==> src/hdl/uxr_pkg.sv <==
/*
 * Shared constants and carrier types of the extended register access unit
 * of one UART channel. Assumes a byte-wide register port with 3 address bits.
 */
package uxr_pkg;

    // =====================================================================
    // register offsets on the 3-bit register port
    localparam logic [2:0] ADDR_DATA = 3'h0; // rx/tx data, divisor low, page select
    localparam logic [2:0] ADDR_IER = 3'h1; // int enable, divisor high, add. feature
    localparam logic [2:0] ADDR_ISR = 3'h2; // int status / fifo control, enh. feature
    localparam logic [2:0] ADDR_LCR = 3'h3;
    localparam logic [2:0] ADDR_MCR = 3'h4; // also tx trigger on the extended page
    localparam logic [2:0] ADDR_LSR = 3'h5; // also tx count, rx trigger
    localparam logic [2:0] ADDR_CNT_RX = 3'h6;
    localparam logic [2:0] ADDR_SPR = 3'h7; // also flow status

    // =====================================================================
    // special values and field positions
    localparam logic [7:0] LCR_EXT_KEY = 8'hBF;
    localparam logic [7:0] PSR_PAGE_EXT = 8'hA5;
    localparam logic [7:0] PSR_PAGE_DEF = 8'hA4;
    localparam int LCR_DLAB_BIT = 7;
    localparam int MCR_ALT_BIT = 6;
    localparam int MCR_XOFF_BIT = 2;
    localparam int MCR_PRESC_BIT = 7;
    localparam int EFR_MCR7_EN_BIT = 4;
    localparam int AFR_FIFO256_BIT = 0;
    localparam int FCR_FIFO_EN_BIT = 0;
    localparam int IER_RX_BIT = 0;
    localparam int IER_TX_BIT = 1;
    localparam int ISR_TXEMPTY_BIT = 7;
    localparam int ISR_RXFULL_BIT = 6;
    localparam logic [5:0] ISR_CODE_RX = 6'h04;
    localparam logic [5:0] ISR_CODE_TX = 6'h02;
    localparam logic [5:0] ISR_CODE_NONE = 6'h01;
    localparam logic [8:0] FIFO_DEPTH = 9'h100;

    // =====================================================================
    // reset values
    localparam logic [7:0] RST_ZERO = 8'h00;
    localparam logic [7:0] RST_DIV = 8'hFF;
    localparam logic [7:0] RST_TRIG = 8'h80;

    // =====================================================================
    // prescaler
    localparam logic [1:0] PRESC_DIV4_LAST = 2'h3;

    typedef struct packed {
        logic wr;
        logic rd;
        logic [2:0] addr;
        logic [7:0] wdata;
    } uxr_req_t;

    typedef struct packed {
        logic [1:0] word_len;
        logic two_stop;
        logic parity_en;
        logic even_parity;
    } uxr_fmt_t;

endpackage : uxr_pkg

==> src/hdl/uxr_buf2.sv <==
/*
 * Two-entry buffer with valid/ready on both sides.
 * Assumes one clock and a synchronous active-low reset.
 */
`timescale 1ns/1ps
`default_nettype none

module uxr_buf2 #(
    parameter int W = 8
) (
    input wire logic clk_sys,
    input wire logic rstn,
    input wire logic in_valid,
    output logic in_ready,
    input wire logic [W-1:0] in_data,
    output logic out_valid,
    input wire logic out_ready,
    output logic [W-1:0] out_data
);

    logic [W-1:0] mem_q [2];
    logic wp_q;
    logic rp_q;
    logic [1:0] cnt_q;
    wire push = in_valid && in_ready;
    wire pop = out_valid && out_ready;

    assign in_ready = (cnt_q != 2'h2);
    assign out_valid = (cnt_q != 2'h0);
    assign out_data = mem_q[rp_q];

    always_ff @(posedge clk_sys) begin
        if (!rstn) begin
            wp_q <= 1'b0;
            rp_q <= 1'b0;
            cnt_q <= 2'h0;
        end else begin
            if (push) wp_q <= ~wp_q;
            if (pop) rp_q <= ~rp_q;
            cnt_q <= cnt_q + {1'b0, push} - {1'b0, pop};
        end
    end

    always_ff @(posedge clk_sys) begin
        if (push) mem_q[wp_q] <= in_data;
    end

endmodule : uxr_buf2

`default_nettype wire

==> src/hdl/uxr_regs.sv <==
/*
 * Register access and paging of one UART channel with a 256-byte fifo mode.
 * Assumes the fifos, serialiser and flow logic sit outside on the same clock.
 *
// Summary of operation
// line control 80h maps divisor low/high bytes; host writes 0001h then restores.
// line control BFh exposes enhanced feature and page select instead of normals.
// page A5h shows additional feature and trigger regs; A4h default; 01h sets 256 mode.
// line control 03h selects eight data bits, no parity, one stop.
// interrupt enable 03h enables receive and transmit-empty interrupts.
// receive interrupt pending reads status low six bits as 00_0100.
// transmit interrupt pending reads 00_0010; host ignores other codes.
// in 256 mode status bit 7 flags transmit fifo empty.
// in 256 mode status bit 6 flags receive fifo full with 256 chars.
// those bits are valid only with fifo enable and 256 mode selected.
// modem control bit 6 with line control not BFh maps transmit count.
// modem control bit 6 maps receive count, giving waiting characters.
// xoff re-transmit enabled by modem control write with bits 6 and 2 set.
// xoff re-transmit disabled by write with bit 2 clear, bit 6 set.
// clearing modem control bit 6 hides counts, bit 2 normal again.
// modem control bit 7 writable only while enhanced feature bit 4 set.
// modem control bit 7 selects prescaler divide by 1 or by 4.
// host sends 128 chars if empty or count above 128, else count.
// host reads 256 chars if full, else receive count.
// modem control bit 6 with line control bit 7 clear maps flow status.
// leaving 80h or BFh restores normal map, extended contents unchanged.
 */
`timescale 1ns/1ps
`default_nettype none

module uxr_regs (
    input wire logic clk_sys,
    input wire logic rstn,
    input wire uxr_pkg::uxr_req_t req,
    output logic req_ready,
    output logic [7:0] rdata,
    output logic tx_valid,
    input wire logic tx_ready,
    output logic [7:0] tx_data,
    input wire logic rx_valid,
    output logic rx_ready,
    input wire logic [7:0] rx_data,
    input wire logic [8:0] tx_space,
    input wire logic tx_fifo_empty,
    input wire logic [8:0] rx_count,
    input wire logic [7:0] flow_status,
    output logic [15:0] divisor,
    output uxr_pkg::uxr_fmt_t char_fmt,
    output logic [7:0] fifo_ctrl,
    output logic [7:0] enh_feature,
    output logic [7:0] tx_trigger,
    output logic [7:0] rx_trigger,
    output logic fifo_256_mode,
    output logic xoff_retx_en,
    output logic prescale_div4,
    output logic baud_tick,
    output logic int_pending
);

    // =====================================================================
    // storage
    logic [7:0] lcr_q;
    logic [7:0] dll_q;
    logic [7:0] dlm_q;
    logic [7:0] ier_q;
    logic [7:0] fcr_q;
    logic [7:0] mcr_q;
    logic [7:0] mcr_d;
    logic [7:0] spr_q;
    logic [7:0] psr_q;
    logic [7:0] efr_q;
    logic [7:0] afr_q;
    logic [7:0] ttr_q;
    logic [7:0] rtr_q;
    logic xoff_q;
    logic [7:0] rdata_q;
    logic [1:0] presc_q;
    logic tick_q;

    // =====================================================================
    // map decode
    wire [2:0] a = req.addr;
    wire ext = (lcr_q == uxr_pkg::LCR_EXT_KEY);
    wire dl = lcr_q[uxr_pkg::LCR_DLAB_BIT] && !ext;
    wire norm = !ext && !lcr_q[uxr_pkg::LCR_DLAB_BIT];
    wire page5 = ext && (psr_q == uxr_pkg::PSR_PAGE_EXT);
    wire alt = mcr_q[uxr_pkg::MCR_ALT_BIT] && !ext;
    wire fsr_map = alt && !lcr_q[uxr_pkg::LCR_DLAB_BIT];

    wire sel_dll = dl && (a == uxr_pkg::ADDR_DATA);
    wire sel_dlm = dl && (a == uxr_pkg::ADDR_IER);
    wire sel_data = norm && (a == uxr_pkg::ADDR_DATA);
    wire sel_ier = norm && (a == uxr_pkg::ADDR_IER);
    wire sel_psr = ext && (a == uxr_pkg::ADDR_DATA);
    wire sel_afr = page5 && (a == uxr_pkg::ADDR_IER);
    wire sel_efr = ext && !page5 && (a == uxr_pkg::ADDR_ISR);
    wire sel_ttr = page5 && (a == uxr_pkg::ADDR_MCR);
    wire sel_rtr = page5 && (a == uxr_pkg::ADDR_LSR);
    wire sel_isr = !ext && (a == uxr_pkg::ADDR_ISR);
    wire sel_lcr = (a == uxr_pkg::ADDR_LCR);
    wire sel_mcr = !ext && (a == uxr_pkg::ADDR_MCR);
    wire sel_tcr = alt && (a == uxr_pkg::ADDR_LSR);
    wire sel_lsr = !ext && !alt && (a == uxr_pkg::ADDR_LSR);
    wire sel_rcr = alt && (a == uxr_pkg::ADDR_CNT_RX);
    wire sel_fsr = fsr_map && (a == uxr_pkg::ADDR_SPR);
    wire sel_spr = !ext && !fsr_map && (a == uxr_pkg::ADDR_SPR);

    wire wr_ok = req.wr && req_ready;

    // =====================================================================
    // transmit path: a stalled serialiser holds off data writes once the two-entry buffer is full
    logic buf_in_ready;
    logic buf_valid;
    wire thr_push = req.wr && sel_data;

    assign req_ready = !(sel_data && req.wr) || buf_in_ready;
    assign tx_valid = buf_valid;

    uxr_buf2 #(
        .W(8)
    ) u_txbuf (
        .clk_sys(clk_sys),
        .rstn(rstn),
        .in_valid(thr_push),
        .in_ready(buf_in_ready),
        .in_data(req.wdata),
        .out_valid(buf_valid),
        .out_ready(tx_ready),
        .out_data(tx_data)
    );

    // a receive data read pops one character in the read cycle
    assign rx_ready = req.rd && sel_data && rx_valid;

    // =====================================================================
    // interrupt status
    wire mode256 = fcr_q[uxr_pkg::FCR_FIFO_EN_BIT] && afr_q[uxr_pkg::AFR_FIFO256_BIT];
    wire [8:0] rx_thr = (rtr_q == 8'h00) ? 9'h001 : {1'b0, rtr_q};
    wire rx_src = ier_q[uxr_pkg::IER_RX_BIT] && (rx_count >= rx_thr) && rx_valid;
    wire tx_src = ier_q[uxr_pkg::IER_TX_BIT] && !buf_valid
        && (tx_space >= {1'b0, ttr_q});
    wire [5:0] isr_code = rx_src ? uxr_pkg::ISR_CODE_RX
        : tx_src ? uxr_pkg::ISR_CODE_TX
        : uxr_pkg::ISR_CODE_NONE;
    wire isr_txe = mode256 && tx_fifo_empty && !buf_valid;
    wire isr_rxf = mode256 && (rx_count == uxr_pkg::FIFO_DEPTH);
    wire [7:0] isr_val = {isr_txe, isr_rxf, isr_code};

    wire [7:0] lsr_val = {1'b0, tx_fifo_empty && !buf_valid, buf_in_ready, 4'h0, rx_valid};

    // =====================================================================
    // read selection
    wire [7:0] rd_mux =
        sel_dll ? dll_q :
        sel_dlm ? dlm_q :
        sel_psr ? psr_q :
        sel_afr ? afr_q :
        sel_efr ? efr_q :
        sel_ttr ? ttr_q :
        sel_rtr ? rtr_q :
        sel_data ? rx_data :
        sel_ier ? ier_q :
        sel_isr ? isr_val :
        sel_lcr ? lcr_q :
        sel_mcr ? mcr_q :
        sel_tcr ? tx_space[7:0] :
        sel_rcr ? rx_count[7:0] :
        sel_lsr ? lsr_val :
        sel_fsr ? flow_status :
        sel_spr ? spr_q : 8'h00;

    // =====================================================================
    // modem control write
    always_comb begin
        mcr_d = mcr_q;
        if (wr_ok && sel_mcr) begin
            mcr_d = req.wdata;
            // bit 7 is locked unless the enhanced unlock bit is set
            if (!efr_q[uxr_pkg::EFR_MCR7_EN_BIT]) begin
                mcr_d[uxr_pkg::MCR_PRESC_BIT] = mcr_q[uxr_pkg::MCR_PRESC_BIT];
            end
            // bit 2 steers xoff re-transmit only while the write keeps the alternate map
            if (alt && req.wdata[uxr_pkg::MCR_ALT_BIT]) begin
                mcr_d[uxr_pkg::MCR_XOFF_BIT] = mcr_q[uxr_pkg::MCR_XOFF_BIT];
            end
        end
    end

    // =====================================================================
    // register writes
    always_ff @(posedge clk_sys) begin
        if (!rstn) begin
            lcr_q <= uxr_pkg::RST_ZERO;
            dll_q <= uxr_pkg::RST_DIV;
            dlm_q <= uxr_pkg::RST_DIV;
            ier_q <= uxr_pkg::RST_ZERO;
            fcr_q <= uxr_pkg::RST_ZERO;
            mcr_q <= uxr_pkg::RST_ZERO;
            spr_q <= uxr_pkg::RST_ZERO;
        end else begin
            mcr_q <= mcr_d;
            if (wr_ok && sel_lcr) lcr_q <= req.wdata;
            if (wr_ok && sel_dll) dll_q <= req.wdata;
            if (wr_ok && sel_dlm) dlm_q <= req.wdata;
            if (wr_ok && sel_ier) ier_q <= req.wdata;
            if (wr_ok && sel_isr) fcr_q <= req.wdata;
            if (wr_ok && sel_spr) spr_q <= req.wdata;
        end
    end

    always_ff @(posedge clk_sys) begin
        if (!rstn) begin
            psr_q <= uxr_pkg::RST_ZERO;
            efr_q <= uxr_pkg::RST_ZERO;
            afr_q <= uxr_pkg::RST_ZERO;
            ttr_q <= uxr_pkg::RST_TRIG;
            rtr_q <= uxr_pkg::RST_TRIG;
            xoff_q <= 1'b0;
        end else begin
            if (wr_ok && sel_psr) psr_q <= req.wdata;
            if (wr_ok && sel_efr) efr_q <= req.wdata;
            if (wr_ok && sel_afr) afr_q <= req.wdata;
            if (wr_ok && sel_ttr) ttr_q <= req.wdata;
            if (wr_ok && sel_rtr) rtr_q <= req.wdata;
            if (wr_ok && sel_mcr && alt && req.wdata[uxr_pkg::MCR_ALT_BIT]) begin
                xoff_q <= req.wdata[uxr_pkg::MCR_XOFF_BIT];
            end
        end
    end

    always_ff @(posedge clk_sys) begin
        if (!rstn) begin
            rdata_q <= uxr_pkg::RST_ZERO;
        end else if (req.rd) begin
            rdata_q <= rd_mux;
        end
    end

    // =====================================================================
    // baud prescaler
    always_ff @(posedge clk_sys) begin
        if (!rstn) begin
            presc_q <= 2'h0;
            tick_q <= 1'b0;
        end else begin
            if (!mcr_q[uxr_pkg::MCR_PRESC_BIT] || presc_q == uxr_pkg::PRESC_DIV4_LAST) begin
                presc_q <= 2'h0;
            end else begin
                presc_q <= presc_q + 2'h1;
            end
            tick_q <= !mcr_q[uxr_pkg::MCR_PRESC_BIT]
                || (presc_q == uxr_pkg::PRESC_DIV4_LAST);
        end
    end

    // =====================================================================
    // outputs
    assign rdata = rdata_q;
    assign divisor = {dlm_q, dll_q};
    assign char_fmt = '{word_len: lcr_q[1:0], two_stop: lcr_q[2],
        parity_en: lcr_q[3], even_parity: lcr_q[4]};
    assign fifo_ctrl = fcr_q;
    assign enh_feature = efr_q;
    assign tx_trigger = ttr_q;
    assign rx_trigger = rtr_q;
    assign fifo_256_mode = mode256;
    assign xoff_retx_en = xoff_q;
    assign prescale_div4 = mcr_q[uxr_pkg::MCR_PRESC_BIT];
    assign baud_tick = tick_q;
    assign int_pending = rx_src || tx_src;
endmodule : uxr_regs

`default_nettype wire

==> config.mk <==
export PLATFORM = sky130hd
export DESIGN_NAME = uxr_regs
export DESIGN_NICKNAME = d
export VERILOG_FILES = /design/src/hdl/uxr_pkg.sv /design/src/hdl/uxr_buf2.sv /design/src/hdl/uxr_regs.sv
export SDC_FILE = /design/constraint.sdc
export NUM_CORES = 1
export LEC_CHECK = 0
export ABC_AREA = 1
export BUFFER_PORTS_ARGS = -buffer_cell sky130_fd_sc_hd__buf_4
export CORE_ASPECT_RATIO = 0.9
export CORE_MARGIN = 5
export CORE_UTILIZATION = 56
export CTS_BUF_LIST = sky130_fd_sc_hd__clkbuf_16
export DETAILED_ROUTE_END_ITERATION = 16
export PLACE_DENSITY = 0.84
export SLEW_MARGIN = 10
export SYNTH_ARGS = -nofsm -noshare
export SYNTH_HDL_FRONTEND = slang
export SYNTH_SLANG_ARGS = --single-unit
export TNS_END_PERCENT = 5
==> constraint.sdc <==
create_clock -name clk_sys -period 2.8 [get_ports clk_sys]
set_input_delay 0.14 -clock clk_sys [delete_from_list [all_inputs] [get_ports clk_sys]]
set_output_delay 0.14 -clock clk_sys [all_outputs]
set_load 0.03 [all_outputs]
Yosys cells after proc, flatten, opt, wreduce, memory -nomap -nowiden
Memories as Yosys holds them, arrays and structs flattened. A register that Yosys moved wholly into a read port is not among the register bits.
Index checks and enable logic that the tools add are counted.

operators by class
  $lt $le $gt $ge = 2
  $add $sub $neg = 3
  bitwise gates (word level) = 4
  reductions and logical operators = 71
  equality and inequality tests = 12
  multiplexer cells = 24

operator list
  operator               count
  $mux W8                18
  $logic_and A1 B1 Y1    54
  $ge A9 B8 Y1           2
  $eq A8 B8 Y1 const B   2
  $eq A3 B3 Y1 const B   4
  $eq A9 B9 Y1 const B   1
  $logic_not A1 Y1       8
  $logic_not A8 Y1       1
  $eq A3 B2 Y1 const B   2
  $mux W1                4
  $not A1 Y1             4
  $reduce_and A2 Y1      2
  $eq A3 B1 Y1 const B   1
  $logic_not A3 Y1       1
  $logic_or A1 B1 Y1     3
  $mux W3                1
  $add A2 B1 Y2          1
  $add A2 B1 Y2 const B  1
  $eq A2 B2 Y1 const B   1
  $mux W2                1
  $ne A2 B2 Y1 const B   1
  $reduce_bool A2 Y1     1
  $reduce_or A2 Y1       1
  $sub A2 B1 Y2          1

word-level totals
  memories = 1
  logic and storage cells = 138
  RAM bits = 16
  output and inout bits = 77
  register bits = 112

memory list
  memory         words  bits a word  read ports  clocked after memory_dff  write ports  line            RTL
  u_txbuf.mem_q  2      8            1           1                         1            uxr_buf2.sv:21  logic [W-1:0] mem_q [2];

Logic depth before layout (Yosys ltp)
Gate-level depths: netlist (run 1).

  depth after elaboration = 24
  depth in mapped cells = 19

Hierarchy
Synthesis (run 1) repeated with hierarchy kept, for this count alone.

second synthesis, totals
  cell total of the unflattened synthesis = 952
  area total of the unflattened synthesis = 6672.6 um^2

modules (own cells, without submodules)
  module    area an instance (um^2)  instances  cells an instance
  uxr_regs  5800.6                   1          891
  uxr_buf2  872.1                    1          61

Least setup slack after synthesis (run 1)
OpenSTA, ideal clock, no wires.

  kind = register to register
  from = register rtr_q[6] (netlist: rx_trigger[6])
  to = register rdata_q[0] (netlist: rdata[0])
  arrival = 1.939 ns
  cell stages (with the launch flop) = 17
  path buffers = 0
  setup time = 0.132 ns
  path slack = 0.728 ns
  period minus slack after synthesis = 2.072 ns
  path through = dfxtp_1 inv_1 a41o_1 ha_1 nand2_1 nor2_1 nand3_1 nand4_1 nand2_1 nand3_1 nand3_1 nand2_1 nand4_1 nand2_1 nand3_1 nand2_1 a21oi_1

between the ends
  longest elaborated chain between the ends = 16

RTL lines
  item                                 line             RTL
  start: declaration                   uxr_regs.sv:74   logic [7:0] rtr_q;
  start signal: assignment             uxr_regs.sv:217  rtr_q <= uxr_pkg::RST_TRIG;
  start signal: assignment             uxr_regs.sv:224  if (wr_ok && sel_rtr) rtr_q <= req.wdata;
  $logic_not A8 Y1                     uxr_regs.sv:138  wire [8:0] rx_thr = (rtr_q == 8'h00) ? 9'h001 : {1'b0, rtr_q};
  $mux W8 *                            uxr_regs.sv:138
  $ge A9 B8 Y1 *                       uxr_regs.sv:139  wire rx_src = ier_q[uxr_pkg::IER_RX_BIT] && (rx_count >= rx_thr) && rx_valid;
  $logic_and A1 B1 Y1 * (2 in series)  uxr_regs.sv:139
  $mux W3 *                            uxr_regs.sv:142  wire [5:0] isr_code = rx_src ? uxr_pkg::ISR_CODE_RX
  $mux W8 *                            uxr_regs.sv:163  sel_isr ? isr_val :
  $mux W8 *                            uxr_regs.sv:162  sel_ier ? ier_q :
  $mux W8 *                            uxr_regs.sv:161  sel_data ? rx_data :
  $mux W8 *                            uxr_regs.sv:160  sel_rtr ? rtr_q :
  $mux W8 *                            uxr_regs.sv:159  sel_ttr ? ttr_q :
  $mux W8 *                            uxr_regs.sv:158  sel_efr ? efr_q :
  $mux W8 *                            uxr_regs.sv:157  sel_afr ? afr_q :
  $mux W8 *                            uxr_regs.sv:156  sel_psr ? psr_q :
  $mux W8 *                            uxr_regs.sv:155  sel_dlm ? dlm_q :
  $mux W8 *                            uxr_regs.sv:154  sel_dll ? dll_q :
  end signal: assignment               uxr_regs.sv:233  rdata_q <= uxr_pkg::RST_ZERO;
  end signal: assignment               uxr_regs.sv:235  rdata_q <= rd_mux;
  end: declaration                     uxr_regs.sv:76   logic [7:0] rdata_q;

Every way passes the cells marked *; elsewhere a longest branch is shown, timed or not.
A chain may end at the register's enable or synchronous reset.

Worst setup path after layout (run 1)
  from = register lcr_q[7]
  to = register rdata_q[4] (netlist: rdata[4])

between the ends
  longest elaborated chain between the ends = 24

RTL lines
  item                               line             RTL
  start: declaration                 uxr_regs.sv:62   logic [7:0] lcr_q;
  start signal: assignment           uxr_regs.sv:193  lcr_q <= uxr_pkg::RST_ZERO;
  start signal: assignment           uxr_regs.sv:202  if (wr_ok && sel_lcr) lcr_q <= req.wdata;
  $eq A8 B8 Y1                       uxr_regs.sv:83   wire ext = (lcr_q == uxr_pkg::LCR_EXT_KEY);
  $logic_not A1 Y1                   --
  $logic_and A1 B1 Y1                uxr_regs.sv:87   wire alt = mcr_q[uxr_pkg::MCR_ALT_BIT] && !ext;
  $logic_and A1 B1 Y1                uxr_regs.sv:88   wire fsr_map = alt && !lcr_q[uxr_pkg::LCR_DLAB_BIT];
  $logic_not A1 Y1                   uxr_regs.sv:106  wire sel_spr = !ext && !fsr_map && (a == uxr_pkg::ADDR_SPR);
  $logic_and A1 B1 Y1 (2 in series)  uxr_regs.sv:106
  $mux W8                            uxr_regs.sv:170  sel_spr ? spr_q : 8'h00;
  $mux W8                            uxr_regs.sv:169  sel_fsr ? flow_status :
  [7 not listed]                     --
  $mux W8                            uxr_regs.sv:161
  $mux W8                            uxr_regs.sv:160
  $mux W8                            uxr_regs.sv:159
  $mux W8                            uxr_regs.sv:158
  $mux W8                            uxr_regs.sv:157
  $mux W8                            uxr_regs.sv:156
  $mux W8                            uxr_regs.sv:155
  $mux W8 *                          uxr_regs.sv:154

Marks and branches as above.

==> reports/qor.yml, run 1 <==
cts_root_buffer: "clkbuf_16"
max_freq_mhz: 415
dieArea_um2: 14100
p_seq_share_pct: 40.6
maxCapViolCount: 0
tightest_slew_ns: 0.712
p_per_area_nw_per_um2: 588
hold_viol_final: 0
synth.distinct_cells: 36
hpwl_um: 16600
grt_pass1_wl_um: 36000
tns_ns: 0
status: "finished clean"
rr_worst_depth: 16
worst-r2r-setup-slack_ns: 0.39
syn_nets: 1016
die_y_um: 113
worst-path-max-fanout: 19
r2r_end: "rdata[4]"
worstHoldPathType: "input pin to flop"
p_switching_mw: 1.32
fin_crit_sh_pct: 86.0
post_cts.repair.setup_buffers: 0
crit_path_start_kind: "flop"
hold-path-endpoint: "u_txbuf.rp_q"
rows: 37
drive_gt1_share_pct: 19.4
arrival_ns: 2.76
ys_seq_elements: 129
worst_setup_path_end_kind: "flop"
r2r_start: "lcr_q[7]"
ios: 129
slew_violations: 0
period_needed_ns: 2.41
grt_use_total_pct: 32.5
grt_start_max_net_pins: 59
dr.pass1.iters: 6
synth_ff_type: "dfxtp_1"
ys_seq_area_share_pct: 41.4
area_growth_syn_to_layout_pct: 25.0
clk_pin_slew_ns: 0.06
p_sw_share_pct: 27.0
setup_viol: 0
path_class: "flop to flop"
finalWirelength_um: 23200
rsz0062_at_grt: "false"
synth_area_um2: 6630
p_leak_nw: 3.80
cp.required_ns: 3.15
intPower_mw: 3.56
combinationalPowerShare_pct: 13.5
insertion_delay_ns: 0.43
cts_buffers: 17
peakVddDrop_mv: 0.552
ant_nets: 0
first_iter_violations: 966
avgViaCountPerCell: 5.71
async_flop_share_pct: 0
fin_skew_ns: 0.0107
clkSinkCount: 129
core-area_um2: 11500
fin_nets: 1134
antenna_found_initial: 0
min_delay_path_depth: 4
wl_per_cell_um: 18.8
relSlewSlack_pct: 52.3
io_buffers: 128
avgSynthCellArea_um2: 7.01
drc: 0
htreeDepth: 4
synth_edf_count: 16
p_clk_share_pct: 45.9
die_x_um: 125
clock_tree.buffer_depth: 2
antenna_cells: 0
gr-total-overflow: 0
num_vias: 7038
grt_pass1_vias: 6595
finalPower_mw: 4.87
cts_tree: "yes"
crit_start: "lcr_q[7]"
syn_inst: 945
initial_utilization_pct: 57.5
hold_start: "tx_ready"
gp_congestion: 0.995
yosysWarnings: 0
==> synthesized netlist by cell type, types with 7 or more instances <==
cell type	n	share of area, %
nand3_1	27	2.0
nor2_1	108	6.1
or2_2	7	0.66
buf_2	13	0.98
buf_4	8	0.91
nand2_1	206	12
o211ai_1	10	1.1
a21oi_1	78	5.9
dfxtp_1	113	34
edfxtp_1	16	7.2
inv_1	117	6.6
ha_1	19	3.6
clkbuf_1	22	1.2
nand4_1	32	3.0
nor2_2	10	0.94
inv_2	10	0.57
o21ai_0	96	7.2
mux2_2	8	1.4
nor3_1	13	0.98
==> cell usage in the layout (no fill, tap or decap), types with 2 or more instances in the layout <==
master,instances
ha_1,19
nand3_2,2
buf_4,138
bufinv_16,3
nor2_4,3
inv_1,118
clkbuf_16,17
mux2_2,8
o211ai_1,10
nand3_1,27
nor2_1,108
clkinv_4,2
or2_2,7
nor4_1,2
nor3_1,13
inv_2,11
o21ai_0,96
or2_1,2
a21oi_1,78
a311oi_1,2
o21ai_1,5
clkinv_1,5
nand4_1,32
dfxtp_1,113
inv_6,3
edfxtp_1,16
nand3b_1,5
nand2_1,205
nand2_2,2
nor2_2,10
dlygate4sd3_1,5
==> routing by layer <==
layer / part of all wire [%] / vias up / global-route usage, %
li1: - / 3307 / -
met1: 41 / 3249 / 42.4
met2: 45 / 420 / 52.8
met3: 11 / 62 / 8.16
met4: 3.3 / 0 / 11.7
met5: 0 / - / 0
==> power groups by stage <==
| stage | Sequential, mW | Clock (mW) | Combinational (mW) |
|---|---|---|---|
| 2_1_floorplan | 2.01 | 0 | 0.387 |
| 3_3_place_gp | 2.01 | 0 | 0.629 |
| 3_5_place_dp | 2.01 | 0 | 0.638 |
| 4_1_cts | 1.98 | 2.23 | 0.651 |
| 5_1_grt | 1.98 | 2.32 | 0.711 |
| 6_report | 1.98 | 2.24 | 0.659 |
==> cells by family (layout without fill, tap and decap cells) <==
| logic type | after synthesis | after routing | share of synthesized area (%) |
|---|---|---|---|
| AOI/OAI and AO/OA | 194 | 194 | 15.3 |
| xor gates and xnor gates | 1 | 1 | 0.132 |
| adders and majority gates | 19 | 19 | 3.59 |
| buffers and inverters | 173 | 304 | 10.6 |
| DFF | 129 | 129 | 41.4 |
| muxes | 8 | 8 | 1.36 |
| and+or+nand+nor | 421 | 421 | 27.6 |
==> timing repair <==
item                       CTS  global route
hold endpoints to repair    12             0
gates resized for setup      0             1
setup endpoints to repair    0             1
hold buffers                 5             0
==> layout make-up <==
type,instances,area [µm²]
Fill cell,949,3240
Tap cell,156,195
Clock buffer,17,425
Multi-Input combinational cell,643,3180
Timing Repair Buffer,143,1090
Sequential cell,129,2740
Clock inverter,15,165
Inverter,129,484
==> worst max-delay path by stage <==
stage | to | slack (ns)
2_1_floorplan | rdata[0] | 0.73
3_3_place_gp | rdata[4] | 0.37
3_5_place_dp | rdata[4] | 0.30
4_1_cts | rdata[4] | 0.28
5_1_grt | rdata[4] | 0.18
6_report | rdata[4] | 0.39
==> critical path, cell delays in order, from the launching register on <==
cell and delay, ns:
dfxtp_1 0.52, nand2_1 0.11, nor2_2 0.12, nand2_2 0.22, nor2_1 0.24, inv_1 0.11
nor2_4 0.20, nand2_1 0.09, nand2_1 0.08, inv_1 0.05, nand4_1 0.09, nand2_1 0.07
nand3_1 0.09, nand2_1 0.10, nand2_1 0.08, nand2_1 0.05, a21oi_1 0.10
==> stage by stage <==
stage | hold WS (ns) | utilization, % | cells | setup slack, ns | area (µm²)
2_1_floorplan | 0.239 | - | 945 | 0.728 | 6630
3_3_place_gp | 0.342 | 66.3 | 1195 | 0.375 | 7640
3_5_place_dp | 0.348 | 66.3 | 1195 | 0.300 | 7640
4_1_cts | 0.0487 | 71.8 | 1232 | 0.285 | 8280
5_1_grt | 0.0706 | 71.9 | 1232 | 0.181 | 8280
6_report | 0.0588 | 71.9 | 1232 | 0.393 | 8280
==> flip-flops by register name, summed over array words and instances, names as in the netlist, 2 cells and up, named ones only <==
name / cells
u_txbuf.mem_q: 16
dlm_q: 8
spr_q: 8
rdata: 8
fifo_ctrl: 8
tx_trigger: 8
dll_q: 8
enh_feature: 8
rx_trigger: 8
ier_q: 8
lcr_q: 8
u_txbuf.cnt_q: 2
mcr_q: 8
presc_q: 2
psr_q: 8
afr_q: 8
No activity file was read; power rests on OpenSTA's default activity.
==> run 2: changes to the inputs <==
clock period = 2.5 ns   (was 2.8 ns; I/O delays follow)
==> run 2 against run 1 <==
Against the previous run:
- core utilization grew 0.47 points
- non-clock buffer count increased by 7
- count of clock-buffer cells in the layout unchanged
- die area is the same
- setup slack lost 0.24 ns
- sequential cell count is the same
- wire length down 1.4%
- first-iteration DRC count is 9.7% lower
- sequential power is 12% higher
- power grew 10%
- via count decreased by 2.2%
- critical endpoint is now int_pending
==> reports/qor.yml, run 2 (same netlist as run 1, synthesis figures left out) <==
arrival_ns: 2.22  # -0.54 ns
routed.top_layer: "met4"
fin_nets: 1141  # +0.62%
clock_tree.buffer_depth: 2  # unchanged
crit_path_start_kind: "flop"
worstSetupPathDepth: 10  # -6
place_ws_ns: 0.131  # -0.169 ns
min_delay_path_depth: 4  # unchanged
clkSinkCount: 129  # unchanged
critPathBufInv: 1  # -1
ios: 129  # unchanged
largest_reg_flops: 16  # unchanged
drc: 0  # unchanged
path_cells: "nor4_2 > a41o_1 > ha_1 > nand2_1 > nor2_1 > nand3_1 > nand4_1 > nand2_1 > nand2_1 > buf_4"
post_dp_cell_area_um2: 7690  # +0.69%
crit_family: "simple AND/OR/NAND/NOR gates"
core-area_um2: 11500  # unchanged
worstHoldPathType: "input pin to flop"
io_buffers: 128  # unchanged
cts_buffers: 17  # unchanged
antenna_cells: 0  # unchanged
final_common_cell: "nand2_1"
ant_nets: 0  # unchanged
peakVddDrop_mv: 0.434  # -21%
rsz0062_at_grt: "true"
post_cts.repair.setup_buffers: 0  # unchanged
gp_congestion: 0.976  # -1.9%
drive_gt1_share_pct: 20.6  # +1.2 points
dr_wl_met3_um: 2480  # -2.7%
num_vias: 6881  # -2.2%
relSlewSlack_pct: 52.7  # +0.34 points
avgViaCountPerCell: 5.55  # -2.8%
first_iter_violations: 872  # -9.7%
fin_skew_ns: 0.0127  # +0.00205 ns
worst_path_most_repeated_cell: "nand2_1"
whs_ns: 0.0543  # -0.00459 ns
clk_pin_slew_ns: 0.06  # about the same
worst_setup_path_end_kind: "output port"
grt_use_total_pct: 31.9  # -0.58 points
cp.required_ns: 2.38  # -0.77 ns
maxCapViolCount: 0  # unchanged
htreeDepth: 4  # unchanged
hpwl_um: 16800  # +1.2%
met2_length_um: 10400  # -0.84%
p_leak_nw: 3.85  # +1.2%
die_y_um: 113  # unchanged
max_freq_mhz: 427
top_register: "u_txbuf.mem_q"
dr.pass1.iters: 5  # -1
setup_viol: 0  # unchanged
finalWirelength_um: 22900  # -1.4%
setup_ws_ns: 0.157  # -0.236 ns
grt_pass1_wl_um: 35500  # -1.3%
slowest_delay_ns: 0.36  # -0.16 ns
p_per_area_nw_per_um2: 645  # +9.7%
cts_root_buffer: "clkbuf_16"
grt_start_max_net_pins: 41  # -31%
die_x_um: 125  # unchanged
hold_viol_final: 0  # unchanged
gr-total-overflow: 0  # unchanged
final_cell_mix: "nand2_1, buf_4, inv_1"
period_needed_ns: 2.34
cts_tree: "yes"
slew_violations: 0  # unchanged
antenna_found_initial: 0  # unchanged
wl_met1_um: 9540  # +0.94%
status: "finished clean"
fin_crit_sh_pct: 93.7
wl_per_cell_um: 18.5  # -1.9%
final_core_util_pct: 72.3  # +0.47 points
rows: 37  # unchanged
insertion_delay_ns: 0.42  # about the same
grt_pass1_vias: 6503  # -1.4%
final_area_um2: 8340  # +0.65%
slowest_stage: "dfxtp_1"
tightest_slew_ns: 0.707  # -0.00505 ns
initial_utilization_pct: 57.5  # unchanged
finalPower_mw: 5.38  # +10%
area_growth_syn_to_layout_pct: 25.8
rr_worst_depth: 17  # +1
worst-path-max-fanout: 4  # -15
path_class: "flop to output port"
dieArea_um2: 14100  # unchanged
## run 2: area by class of cell
class                      count  area (µm²)
multi-input combinational    643        3210
clock inverter                15         144
timing repair buffer         150        1140
tap                          156         195
inverter                     129         484
sequential                   129        2740
clock buffer                  17         425
fill                         936        3190
## run 2: per-stage QoR
stage | setup TNS (ns) | cells
after global routing | -0.0320 | 1239
after detailed placement | 0 | 1202
after floorplan | 0 | 945
final | 0 | 1239
after CTS | 0 | 1239
after global placement | 0 | 1202
## run 2: final timing paths
path                               startpoint           end  slack (ns)
worst min register to register     presc_q[0]    presc_q[0]        0.43
worst max-delay path            rx_trigger[3]   int_pending        0.16
worst max register to register  rx_trigger[3]      rdata[2]        0.22
worst min-delay path                 tx_ready  u_txbuf.rp_q        0.05
## run 2: metal layers
| metal | track usage (%) | vias up |
|---|---|---|
| li1 | - | 3309 |
| met3 | 9.06 | 48 |
| met4 | 9.42 | 0 |
| met2 | 51.0 | 440 |
| met1 | 42.5 | 3084 |
| met5 | 0 | - |
## run 2: worst min-delay path: stages
cell,delay [ns]
buf_4,0.07
nand2_1,0.04
inv_1,0.11
a21oi_1,0.08
## run 2: power breakdown
group,total [mW],switching (mW),internal [mW]
sequential,2.21,0.0532,2.16
combinational,0.748,0.477,0.271
clock,2.42,0.962,1.46
## run 2: what timing repair did
item                                    4_1_cts  5_1_grt
endpoints found under the setup margin        0       28
resized for setup                             0        7
hold buffers                                  5        0
endpoints found under the hold margin        12        0
